<file path="config.mk">
export PLATFORM = sky130hd
export DESIGN_NAME = adc_conversion_control
export DESIGN_NICKNAME = d
export VERILOG_FILES = /design/src/core/adc_ctl_pkg.sv /design/src/core/adc_conversion_control.sv
export SDC_FILE = /design/constraint.sdc
export NUM_CORES = 1
export LEC_CHECK = 0
export ABC_CLOCK_PERIOD_IN_PS = 2800
export BUFFER_PORTS_ARGS = -buffer_cell sky130_fd_sc_hd__buf_2
export CORE_MARGIN = 8
export CORE_UTILIZATION = 56
export CTS_CLUSTER_DIAMETER = 50
export DETAILED_ROUTE_END_ITERATION = 10
export PLACE_DENSITY_LB_ADDON = 0.1
export SLEW_MARGIN = 40
export SYNTH_ARGS = -nofsm -noshare
export SYNTH_HDL_FRONTEND = slang
export SYNTH_SLANG_ARGS = --single-unit
export TNS_END_PERCENT = 50
</file>
<file path="constraint.sdc">
create_clock -name clk_i -period 2.8 [get_ports clk_i]
set_input_delay 0.14 -clock clk_i [delete_from_list [all_inputs] [get_ports clk_i]]
set_output_delay 0.14 -clock clk_i [all_outputs]
set_load 0.02 [all_outputs]
</file>
<file path="src/core/adc_ctl_pkg.sv">
package adc_ctl_pkg;

  // ----------------------------------------------------------------
  // Configuration carried from the control and clock registers
  // ----------------------------------------------------------------
  typedef struct packed {
    logic [4:0] channel_select;
    logic       continuous_enable;
    logic       complete_irq_enable;
    logic       mode_ten_bit;
    logic       long_sample_select;
    logic       low_power_config;
    logic       async_clock_enable;
    logic       input_clock_select;
    logic [1:0] clock_divide_select;
  } cfg_t;

  // ----------------------------------------------------------------
  // Sequencer states
  // ----------------------------------------------------------------
  typedef enum logic [4:0] {
    ST_IDLE    = 5'h01,
    ST_SYNC    = 5'h02,
    ST_WAKE    = 5'h04,
    ST_SAMPLE  = 5'h08,
    ST_CONVERT = 5'h10
  } state_t;

  // ----------------------------------------------------------------
  // Counts and reset values
  // ----------------------------------------------------------------
  localparam int         SAR_BITS      = 10;
  localparam logic [4:0] CHANNEL_OFF   = 5'h1F;
  localparam logic [9:0] SYNC_BUS_CYC  = 10'h003;
  localparam logic [5:0] FIRST_EXTRA   = 6'h02;
  localparam logic [5:0] SUB_8_SHORT   = 6'h10;
  localparam logic [5:0] SUB_8_LONG    = 6'h24;
  localparam logic [5:0] SUB_10_SHORT  = 6'h13;
  localparam logic [5:0] SUB_10_LONG   = 6'h27;
  localparam logic [9:0] SAR_MSB       = 10'h200;
  localparam logic [7:0] RESULT_RESET  = 8'h00;
  localparam logic [7:0] FULL_8        = 8'hFF;

  // Async clock start-up penalty, a longest time so it rounds down.
  localparam int         ASYNC_WAKE_NS = 5000;
  localparam int         CLK_PERIOD_NS = 10;
  localparam logic [9:0] ASYNC_WAKE_CYC = 10'(ASYNC_WAKE_NS / CLK_PERIOD_NS);

endpackage

</file>
<file path="src/core/adc_conversion_control.sv">
// Function
// - Inputs at or beyond a reference saturate to all ones or to zero.
// - Resolution field picks 10 or 8 bits; the approximation is identical.
// - 10-bit result spans both bytes; 8-bit rounded result goes to low byte.
// - Source is async clock, else alternate or bus clock by clock select.
// - Async clock runs only while converting with it; rate set by low power.
// - Selected source is divided by 1, 2, 4 or 8.
// - One input converted at a time, chosen by the channel select field.
// - Control write with channel not all ones starts a conversion.
// - Continuous mode restarts after each transfer until aborted.
// - Transfer sets complete flag; interrupt raised if enable high then.
// - 10-bit high byte read without low byte blocks transfer, no flag, result lost.
// - A blocked transfer starts another conversion unless an abort comes in the same cycle.
// - Control write aborts a conversion and restarts unless channel all ones.
// - Clock config write, reset, or stop without async clock abort too.
// - Abort keeps last result; reset returns results to reset values.
// - Reset or abort enters inactive state at once, clocks and references off.
// - 8-bit short: first 18 converter clocks plus 3 bus, later 16.
// - 8-bit long: first 38 converter clocks plus 3 bus, later 36.
// - 10-bit short: first 21 converter clocks plus 3 bus, later 19.
// - 10-bit long: first 41 converter clocks plus 3 bus, later 39.
// - Complete flag sets at each unblocked conversion end regardless of enable.
// - Alternate clock is at most bus clock rate; software trigger only.
// - Long sample select stretches the sample window by 20 clocks.
module adc_conversion_control (
  // Clock and reset
  input  wire logic                clk_i,
  input  wire logic                sys_rst_i,
  // Configuration and register write strobes
  input  wire adc_ctl_pkg::cfg_t   cfg_i,
  input  wire logic                status_control_wr_i,
  input  wire logic                clock_config_wr_i,
  input  wire logic                stop_mode_i,
  // Result read strobes
  input  wire logic                result_high_rd_i,
  input  wire logic                result_low_rd_i,
  // Clock source ticks
  input  wire logic                alt_clock_tick_i,
  input  wire logic                async_clock_tick_i,
  // Comparator from the analog side
  input  wire logic                analog_above_i,
  // Results and status
  output logic [7:0]               result_high_byte_o,
  output logic [7:0]               result_low_byte_o,
  output logic                     conversion_complete_flag_o,
  output logic                     irq_o,
  // Analog side control
  output logic [4:0]               channel_select_o,
  output logic [9:0]               dac_code_o,
  output logic                     sample_o,
  output logic                     analog_enable_o,
  output logic                     async_clock_run_o,
  output logic                     async_low_power_o
);

  // ----------------------------------------------------------------
  // Helper functions
  // ----------------------------------------------------------------
  // Converter clocks of one conversion, from the timing table.
  function automatic logic [5:0] conv_clocks(input logic ten, input logic long_s,
                                             input logic is_first);
    logic [5:0] base;
    base = ten ? (long_s ? adc_ctl_pkg::SUB_10_LONG : adc_ctl_pkg::SUB_10_SHORT)
               : (long_s ? adc_ctl_pkg::SUB_8_LONG : adc_ctl_pkg::SUB_8_SHORT);
    conv_clocks = is_first ? base + adc_ctl_pkg::FIRST_EXTRA : base;
  endfunction

  // Rounds ten bits to eight, holding full scale at all ones.
  function automatic logic [7:0] round8(input logic [9:0] r);
    round8 = (r[9:2] == adc_ctl_pkg::FULL_8) ? adc_ctl_pkg::FULL_8 : r[9:2] + 8'(r[1]);
  endfunction

  // ----------------------------------------------------------------
  // State
  // ----------------------------------------------------------------
  adc_ctl_pkg::state_t state;
  adc_ctl_pkg::state_t next_state;
  logic [9:0]          cnt;
  logic [9:0]          next_cnt;
  logic [2:0]          div_cnt;
  logic                first;
  logic [9:0]          probe;
  logic                read_lock;
  logic                irq_pend;

  // ----------------------------------------------------------------
  // Decode
  // ----------------------------------------------------------------
  // Stop without the async clock kills the run; with it, work goes on.
  wire stop_abort_w = stop_mode_i & ~cfg_i.async_clock_enable;
  wire abort_w      = status_control_wr_i | clock_config_wr_i | stop_abort_w;
  wire start_w      = status_control_wr_i & ~stop_abort_w
                    & (cfg_i.channel_select != adc_ctl_pkg::CHANNEL_OFF);
  wire active_w     = (state != adc_ctl_pkg::ST_IDLE);

  // The alternate source is at most the bus clock rate, so it cannot be
  // faster than our own clock here; it arrives as a tick instead.
  wire src_tick_w   = cfg_i.async_clock_enable ? async_clock_tick_i
                    : (cfg_i.input_clock_select ? 1'b1 : alt_clock_tick_i);
  wire [2:0] div_mask_w = 3'((4'h1 << cfg_i.clock_divide_select) - 4'h1);
  wire converter_clock_tick_w  = src_tick_w & ((div_cnt & div_mask_w) == div_mask_w);

  // Sample window is total minus the ten approximation steps.
  wire [5:0] sample_len_w = conv_clocks(cfg_i.mode_ten_bit, cfg_i.long_sample_select,
                                        first) - 6'(adc_ctl_pkg::SAR_BITS);

  // Comparator decides the bit under trial; saturation falls out of it.
  wire [9:0] res_w   = analog_above_i ? dac_code_o : (dac_code_o & ~probe);
  wire last_bit_w    = (state == adc_ctl_pkg::ST_CONVERT) & converter_clock_tick_w & probe[0];
  wire blocked_w     = last_bit_w & cfg_i.mode_ten_bit & read_lock;
  wire transfer_w    = last_bit_w & ~blocked_w;
  wire restart_w     = blocked_w | cfg_i.continuous_enable;
  wire flag_clr_w    = status_control_wr_i | result_low_rd_i;

  // ----------------------------------------------------------------
  // Next-state logic
  // ----------------------------------------------------------------
  // Abort sits above every state so the run stops in the same cycle.
  always_comb begin
    next_state = state;
    next_cnt   = cnt + 10'h001;
    case (state)
      adc_ctl_pkg::ST_IDLE: begin
        next_cnt = 10'h000;
      end
      adc_ctl_pkg::ST_SYNC: begin
        if (cnt == adc_ctl_pkg::SYNC_BUS_CYC - 10'h001) begin
          next_state = cfg_i.async_clock_enable ? adc_ctl_pkg::ST_WAKE
                                                : adc_ctl_pkg::ST_SAMPLE;
          next_cnt   = 10'h000;
        end
      end
      adc_ctl_pkg::ST_WAKE: begin
        if (cnt == adc_ctl_pkg::ASYNC_WAKE_CYC - 10'h001) begin
          next_state = adc_ctl_pkg::ST_SAMPLE;
          next_cnt   = 10'h000;
        end
      end
      adc_ctl_pkg::ST_SAMPLE: begin
        if (!converter_clock_tick_w) begin
          next_cnt = cnt;
        end else if (cnt == 10'(sample_len_w) - 10'h001) begin
          next_state = adc_ctl_pkg::ST_CONVERT;
          next_cnt   = 10'h000;
        end
      end
      adc_ctl_pkg::ST_CONVERT: begin
        next_cnt = 10'h000;
        if (last_bit_w) begin
          next_state = restart_w ? adc_ctl_pkg::ST_SAMPLE : adc_ctl_pkg::ST_IDLE;
        end
      end
      default: begin
        next_state = adc_ctl_pkg::ST_IDLE;
        next_cnt   = 10'h000;
      end
    endcase
    if (abort_w) begin
      next_state = start_w ? adc_ctl_pkg::ST_SYNC : adc_ctl_pkg::ST_IDLE;
      next_cnt   = 10'h000;
    end
  end

  // ----------------------------------------------------------------
  // Sequencer registers
  // ----------------------------------------------------------------
  always_ff @(posedge clk_i) begin
    if (sys_rst_i) begin
      state <= adc_ctl_pkg::ST_IDLE;
      cnt   <= 10'h000;
    end else begin
      state <= next_state;
      cnt   <= next_cnt;
    end
  end

  // Divider restarts whenever the sequencer is idle, so a run started from idle has its first edge aligned.
  always_ff @(posedge clk_i) begin
    if (sys_rst_i || !active_w) begin
      div_cnt <= 3'h0;
    end else if (src_tick_w) begin
      div_cnt <= div_cnt + 3'h1;
    end
  end

  // First conversion pays the longer window; later ones in a run do not.
  always_ff @(posedge clk_i) begin
    if (sys_rst_i) begin
      first <= 1'b1;
    end else if (start_w) begin
      first <= 1'b1;
    end else if (last_bit_w) begin
      first <= 1'b0;
    end
  end

  // Channel is taken at the start so one input is used per run.
  always_ff @(posedge clk_i) begin
    if (sys_rst_i) begin
      channel_select_o <= adc_ctl_pkg::CHANNEL_OFF;
    end else if (start_w) begin
      channel_select_o <= cfg_i.channel_select;
    end
  end

  // Trial code: keep or drop the bit under test, then try the next one.
  always_ff @(posedge clk_i) begin
    if (sys_rst_i) begin
      dac_code_o <= 10'h000;
      probe      <= 10'h000;
    end else if (next_state == adc_ctl_pkg::ST_CONVERT && state != adc_ctl_pkg::ST_CONVERT) begin
      dac_code_o <= adc_ctl_pkg::SAR_MSB;
      probe      <= adc_ctl_pkg::SAR_MSB;
    end else if (state == adc_ctl_pkg::ST_CONVERT && converter_clock_tick_w) begin
      dac_code_o <= res_w | (probe >> 1);
      probe      <= probe >> 1;
    end
  end

  // ----------------------------------------------------------------
  // Results, flag and interrupt
  // ----------------------------------------------------------------
  // Aborts never touch the results; only a transfer or reset does.
  always_ff @(posedge clk_i) begin
    if (sys_rst_i) begin
      result_high_byte_o <= adc_ctl_pkg::RESULT_RESET;
      result_low_byte_o  <= adc_ctl_pkg::RESULT_RESET;
    end else if (transfer_w && cfg_i.mode_ten_bit) begin
      result_high_byte_o <= {6'h00, res_w[9:8]};
      result_low_byte_o  <= res_w[7:0];
    end else if (transfer_w) begin
      result_low_byte_o  <= round8(res_w);
    end
  end

  // Set beats clear so a transfer in the clearing cycle is kept.
  always_ff @(posedge clk_i) begin
    if (sys_rst_i) begin
      conversion_complete_flag_o <= 1'b0;
      irq_pend                   <= 1'b0;
    end else begin
      if (transfer_w) begin
        conversion_complete_flag_o <= 1'b1;
      end else if (flag_clr_w) begin
        conversion_complete_flag_o <= 1'b0;
      end
      if (transfer_w && cfg_i.complete_irq_enable) begin
        irq_pend <= 1'b1;
      end else if (flag_clr_w) begin
        irq_pend <= 1'b0;
      end
    end
  end

  // Split read lock: a high-byte read holds until the low byte is read.
  always_ff @(posedge clk_i) begin
    if (sys_rst_i || result_low_rd_i) begin
      read_lock <= 1'b0;
    end else if (result_high_rd_i && cfg_i.mode_ten_bit) begin
      read_lock <= 1'b1;
    end
  end

  // ----------------------------------------------------------------
  // Outputs to the analog side
  // ----------------------------------------------------------------
  // Clocks and references are off whenever the sequencer is idle.
  assign analog_enable_o   = active_w;
  assign sample_o          = (state == adc_ctl_pkg::ST_SAMPLE);
  assign async_clock_run_o = active_w & cfg_i.async_clock_enable;
  assign async_low_power_o = cfg_i.low_power_config;
  assign irq_o             = irq_pend;

  // ----------------------------------------------------------------
  // Assertions
  // ----------------------------------------------------------------
  abort_to_idle_a: assert property (
    @(posedge clk_i) disable iff (sys_rst_i)
    (clock_config_wr_i && !start_w) |=> (state == adc_ctl_pkg::ST_IDLE))
    else $error("abort did not stop the sequencer");

  write_starts_a: assert property (
    @(posedge clk_i) disable iff (sys_rst_i)
    start_w |=> (state == adc_ctl_pkg::ST_SYNC) && (cnt == 10'h000))
    else $error("control write did not start a conversion");

  channel_off_a: assert property (
    @(posedge clk_i) disable iff (sys_rst_i)
    (status_control_wr_i && !start_w) |=> !analog_enable_o)
    else $error("all-ones channel write left converter running");

  flag_on_end_a: assert property (
    @(posedge clk_i) disable iff (sys_rst_i)
    transfer_w |=> conversion_complete_flag_o)
    else $error("complete flag not set after transfer");

  blocked_drop_a: assert property (
    @(posedge clk_i) disable iff (sys_rst_i)
    (blocked_w && !conversion_complete_flag_o && !abort_w)
      |=> !conversion_complete_flag_o && $stable(result_low_byte_o))
    else $error("blocked result was transferred");

  blocked_restart_a: assert property (
    @(posedge clk_i) disable iff (sys_rst_i)
    (blocked_w && !abort_w) |=> (state == adc_ctl_pkg::ST_SAMPLE))
    else $error("blocked transfer did not restart");

  round_full_a: assert property (
    @(posedge clk_i) disable iff (sys_rst_i)
    (transfer_w && !cfg_i.mode_ten_bit && res_w == 10'h3FF)
      |=> (result_low_byte_o == adc_ctl_pkg::FULL_8))
    else $error("full scale did not saturate in 8-bit mode");

  split_result_a: assert property (
    @(posedge clk_i) disable iff (sys_rst_i)
    (transfer_w && cfg_i.mode_ten_bit)
      |=> ({result_high_byte_o[1:0], result_low_byte_o} == $past(res_w))
          && (result_high_byte_o[7:2] == 6'h00))
    else $error("10-bit result not split across bytes");

  sync_three_a: assert property (
    @(posedge clk_i) disable iff (sys_rst_i)
    ($rose(state == adc_ctl_pkg::ST_SYNC) && !abort_w) ##1 !abort_w ##1 !abort_w
      |=> (state != adc_ctl_pkg::ST_SYNC))
    else $error("bus clock sync phase not three cycles");

  irq_needs_flag_a: assert property (
    @(posedge clk_i) disable iff (sys_rst_i)
    irq_o |-> conversion_complete_flag_o)
    else $error("interrupt without complete flag");

  idle_quiet_a: assert property (
    @(posedge clk_i) disable iff (sys_rst_i)
    $past(abort_w && !start_w) |-> !analog_enable_o && !async_clock_run_o)
    else $error("analog side not off after abort");

endmodule

</file>
==> qor.yml <==
critical_path:
  r2r_cells: 8
  crit_type: "flop to flop"
  cp_cell_sequence: "ha_1 -> xnor2_1 -> mux2i_1 -> nor2_2 -> a31oi_1 -> buf_4 -> o2111ai_1 -> o311ai_2"
  cp_max_fo: 7
  critPathSlowestCell: "a31oi_1"
  cp-start-kind: "flop"
  max_stage_delay_ns: 0.63
  worstPathArrival_ns: 2.72
  end_kind: "flop"
  worst_ep_required_time_ns: 3.04
worst_hold_path:
  hold_depth: 3
  worstHoldPathType: "primary input to flop"
clocking:
  cts_buffers: 9
  cts.htree.levels: 3
  clkLatencyLatePin_ns: 0.34
  clkSinkCount: 57
  clk_pin_slew_ns: 0.07
  root_buffer: "clkbuf_8"
  tritoncts: "built"
  cts.path.max_buffers: 2
power:
  power_leakage_nw: 1.49
  switchingPower_mw: 0.442
  clkPwrFrac_pct: 47.9
  peakVddDrop_mv: 0.397
  seq_power_share_pct: 44.4
  combPwrFrac_pct: 7.7
  p_int_mw: 1.41
  powerDensity_mw_per_mm2: 489
  swShare_pct: 23.8
cells_and_area:
  final_nets: 477
  layout-drive-gt1-share_pct: 25.1
  fin_util_pct: 68.5
  antenna_cells: 0
  syn_to_final_growth_pct: 17.0
  fin_area_sq_mm: 0.00380
  fillCellCount: 466
drt:
  wirelength_um: 8640
  wl_per_cell_um: 16.6
  drc_errors: 0
  drt.antenna.violating_nets: 0
  vias: 3093
  drt_iter0_drc: 198
  dr.pass1.iters: 4
  via_per_inst: 5.93
synth:
  synth_area_sq_mm: 0.00325
  synth.most_common_cell: "dfxtp_1"
  ys_top_cells_by_area: "dfxtp_1 (35%), a21oi_1 (4.3%), nand2_1 (4.2%), nor2_1 (4.2%), ha_1 (3.1%)"
  synth.top_cells.by_count: "dfxtp_1 (57), nand2_1 (36), nor2_1 (36), a21oi_1 (28)"
  synth-edff-count: 0
  synth_top_flop_cell: "dfxtp_1"
  synth.largest_area_cell: "dfxtp_1"
  yosys_warnings: 0
  synth_area_per_cell_sq_um: 8.36
  synth_cells: 388
  synth_top_area_share_pct: 35.2
  ys_seq_elements: 57
  yosysSeqAreaShare_pct: 35.2
  synth_cell_types: 66
  async_flop_share_pct: 0
floorplanning:
  rows: 27
  io_pins: 61
  coreArea_sq_mm: 0.00554
  initial_core_util_pct: 58.6
  die_height_um: 92.1
  die_x_um: 92.1
  dieArea_sq_mm: 0.00849
sta:
  rsz0062_at_grt: "false"
  fmax_mhz: 403
  relSlewSlack_pct: 49.2
  setup_viol: 0
  fin_hold_ws_ns: 0.0649
  period_needed_ns: 2.48
  slew_violations: 0
  fin_setup_tns_ns: 0
  period_share_pct: 88.7
  worstMarginPinSlew_ns: 0.759
  fin_skew_ns: 0.00953
  hold_violations: 0
global_routing:
  grtUsageTotal_pct: 20.8
  antenna_found_initial: 0
  grt_start_max_net_pins: 23
  grt_overflow_total: 0
  grt_pass1_vias: 2997
  grt_pass1_wl_um: 14600
status:
  status: "completed"
placement:
  dpl.hpwl_um: 6380
  placed_area_sq_mm: 0.00355
  gp_congestion: 0.900
  port_buffers: 52
job:
  maxCapViolCount: 0
## cells in the final DEF (no fill, tap or decap), drive strengths merged, types with 6 or more instances in the layout
master / Yosys / routed
clkbuf: 4 / 11
buf: 18 / 62
nand3: 13 / 13
ha: 8 / 8
nor4: 6 / 6
a31oi: 6 / 6
inv: 14 / 14
xnor2: 8 / 8
and2: 8 / 8
xor2: 8 / 8
a21oi: 30 / 30
a21boi: 8 / 8
dfxtp: 57 / 57
nand2: 37 / 37
nor3: 19 / 19
o211ai: 8 / 8
o22ai: 7 / 7
o21ai: 17 / 17
nor2: 46 / 46
conb: 1 / 6
## power groups by stage
stage / registers [mW] / logic (mW) / clock network, mW
finish: 0.825 / 0.143 / 0.889
detailed placement: 0.843 / 0.139 / 0
floorplan: 0.847 / 0.0983 / 0
global placement: 0.842 / 0.137 / 0
global route: 0.825 / 0.156 / 0.947
CTS: 0.824 / 0.142 / 0.902
## registers in the layout, summed over array words and instances (netlist names)
signal                      count
dac_code_o                     10
irq_o                           1
probe                          10
state                           5
result_low_byte_o               8
read_lock                       1
first                           1
channel_select_o                5
div_cnt                         3
result_high_byte_o              2
cnt                            10
conversion_complete_flag_o      1
## cells by family after synthesis
| family | count (synthesis) | share of synthesized area (%) |
|---|---|---|
| multiplexers | 2 | 0.617 |
| AND/OR/NAND/NOR | 157 | 25.8 |
| XOR/XNOR | 16 | 4.55 |
| AO/OA/AOI/OAI | 110 | 24.7 |
| buffers and inverters | 37 | 5.97 |
| flip-flops | 57 | 35.2 |
| adder cells (fa/ha/maj) | 8 | 3.08 |
| other | 1 | 0.116 |
## per-stage QoR
step	power, mW	setup WS, ns	cells
CTS	1.87	0.333	522
detailed placement	0.982	0.226	505
global route	1.93	0.196	522
floorplan	0.945	0.713	393
global placement	0.979	0.419	505
finish	1.86	0.317	522
## final cells by class
cell class	instances	area [sq um]	share of cell area (%)
inverters	15	56.3	1.48
clock buffers	11	151	3.99
flip-flops and latches	57	1140	30.1
clock inverters	5	77.6	2.04
repair buffers	63	345	9.10
well taps	72	90.1	2.37
multi-input cells	299	1930	51.0
## final timing paths
check,start,end,slack [ns]
max,first$_SDFFE_PP1P_,cnt[4]$_SDFFE_PP0P_,0.32
min,cfg_i[12],channel_select_o[3]$_SDFFE_PP1P_,0.06
max reg2reg,first$_SDFFE_PP1P_,cnt[4]$_SDFFE_PP0P_,0.32
min reg2reg,result_high_byte_o[1]$_SDFFE_PP0P_,result_high_byte_o[1]$_SDFFE_PP0P_,0.46
## metal layers
metal	wire length (um)	GRT usage, %
met1	4010	27.4
met3	553	4.97
met2	3910	31.5
met5	0	0
met4	165	9.13
## worst max-delay path: cells and delay by family, from the launching register on
family,cells,cell delay (ns)
XOR/XNOR,1,0.20
AND/OR/NAND/NOR,1,0.08
AO/OA/AOI/OAI,3,0.87
multiplexers,1,0.26
buffers and inverters,1,0.26
flip-flops,1,0.35
adder cells (fa/ha/maj),1,0.36
## what timing repair did
| item | CTS | global route |
|---|---|---|
| hold buffers | 1 | 0 |
| resized for setup | 0 | 0 |
| setup buffers | 0 | 0 |
| hold endpoints to repair | 1 | 0 |
Note: power is estimated with default switching activity, not from simulation.
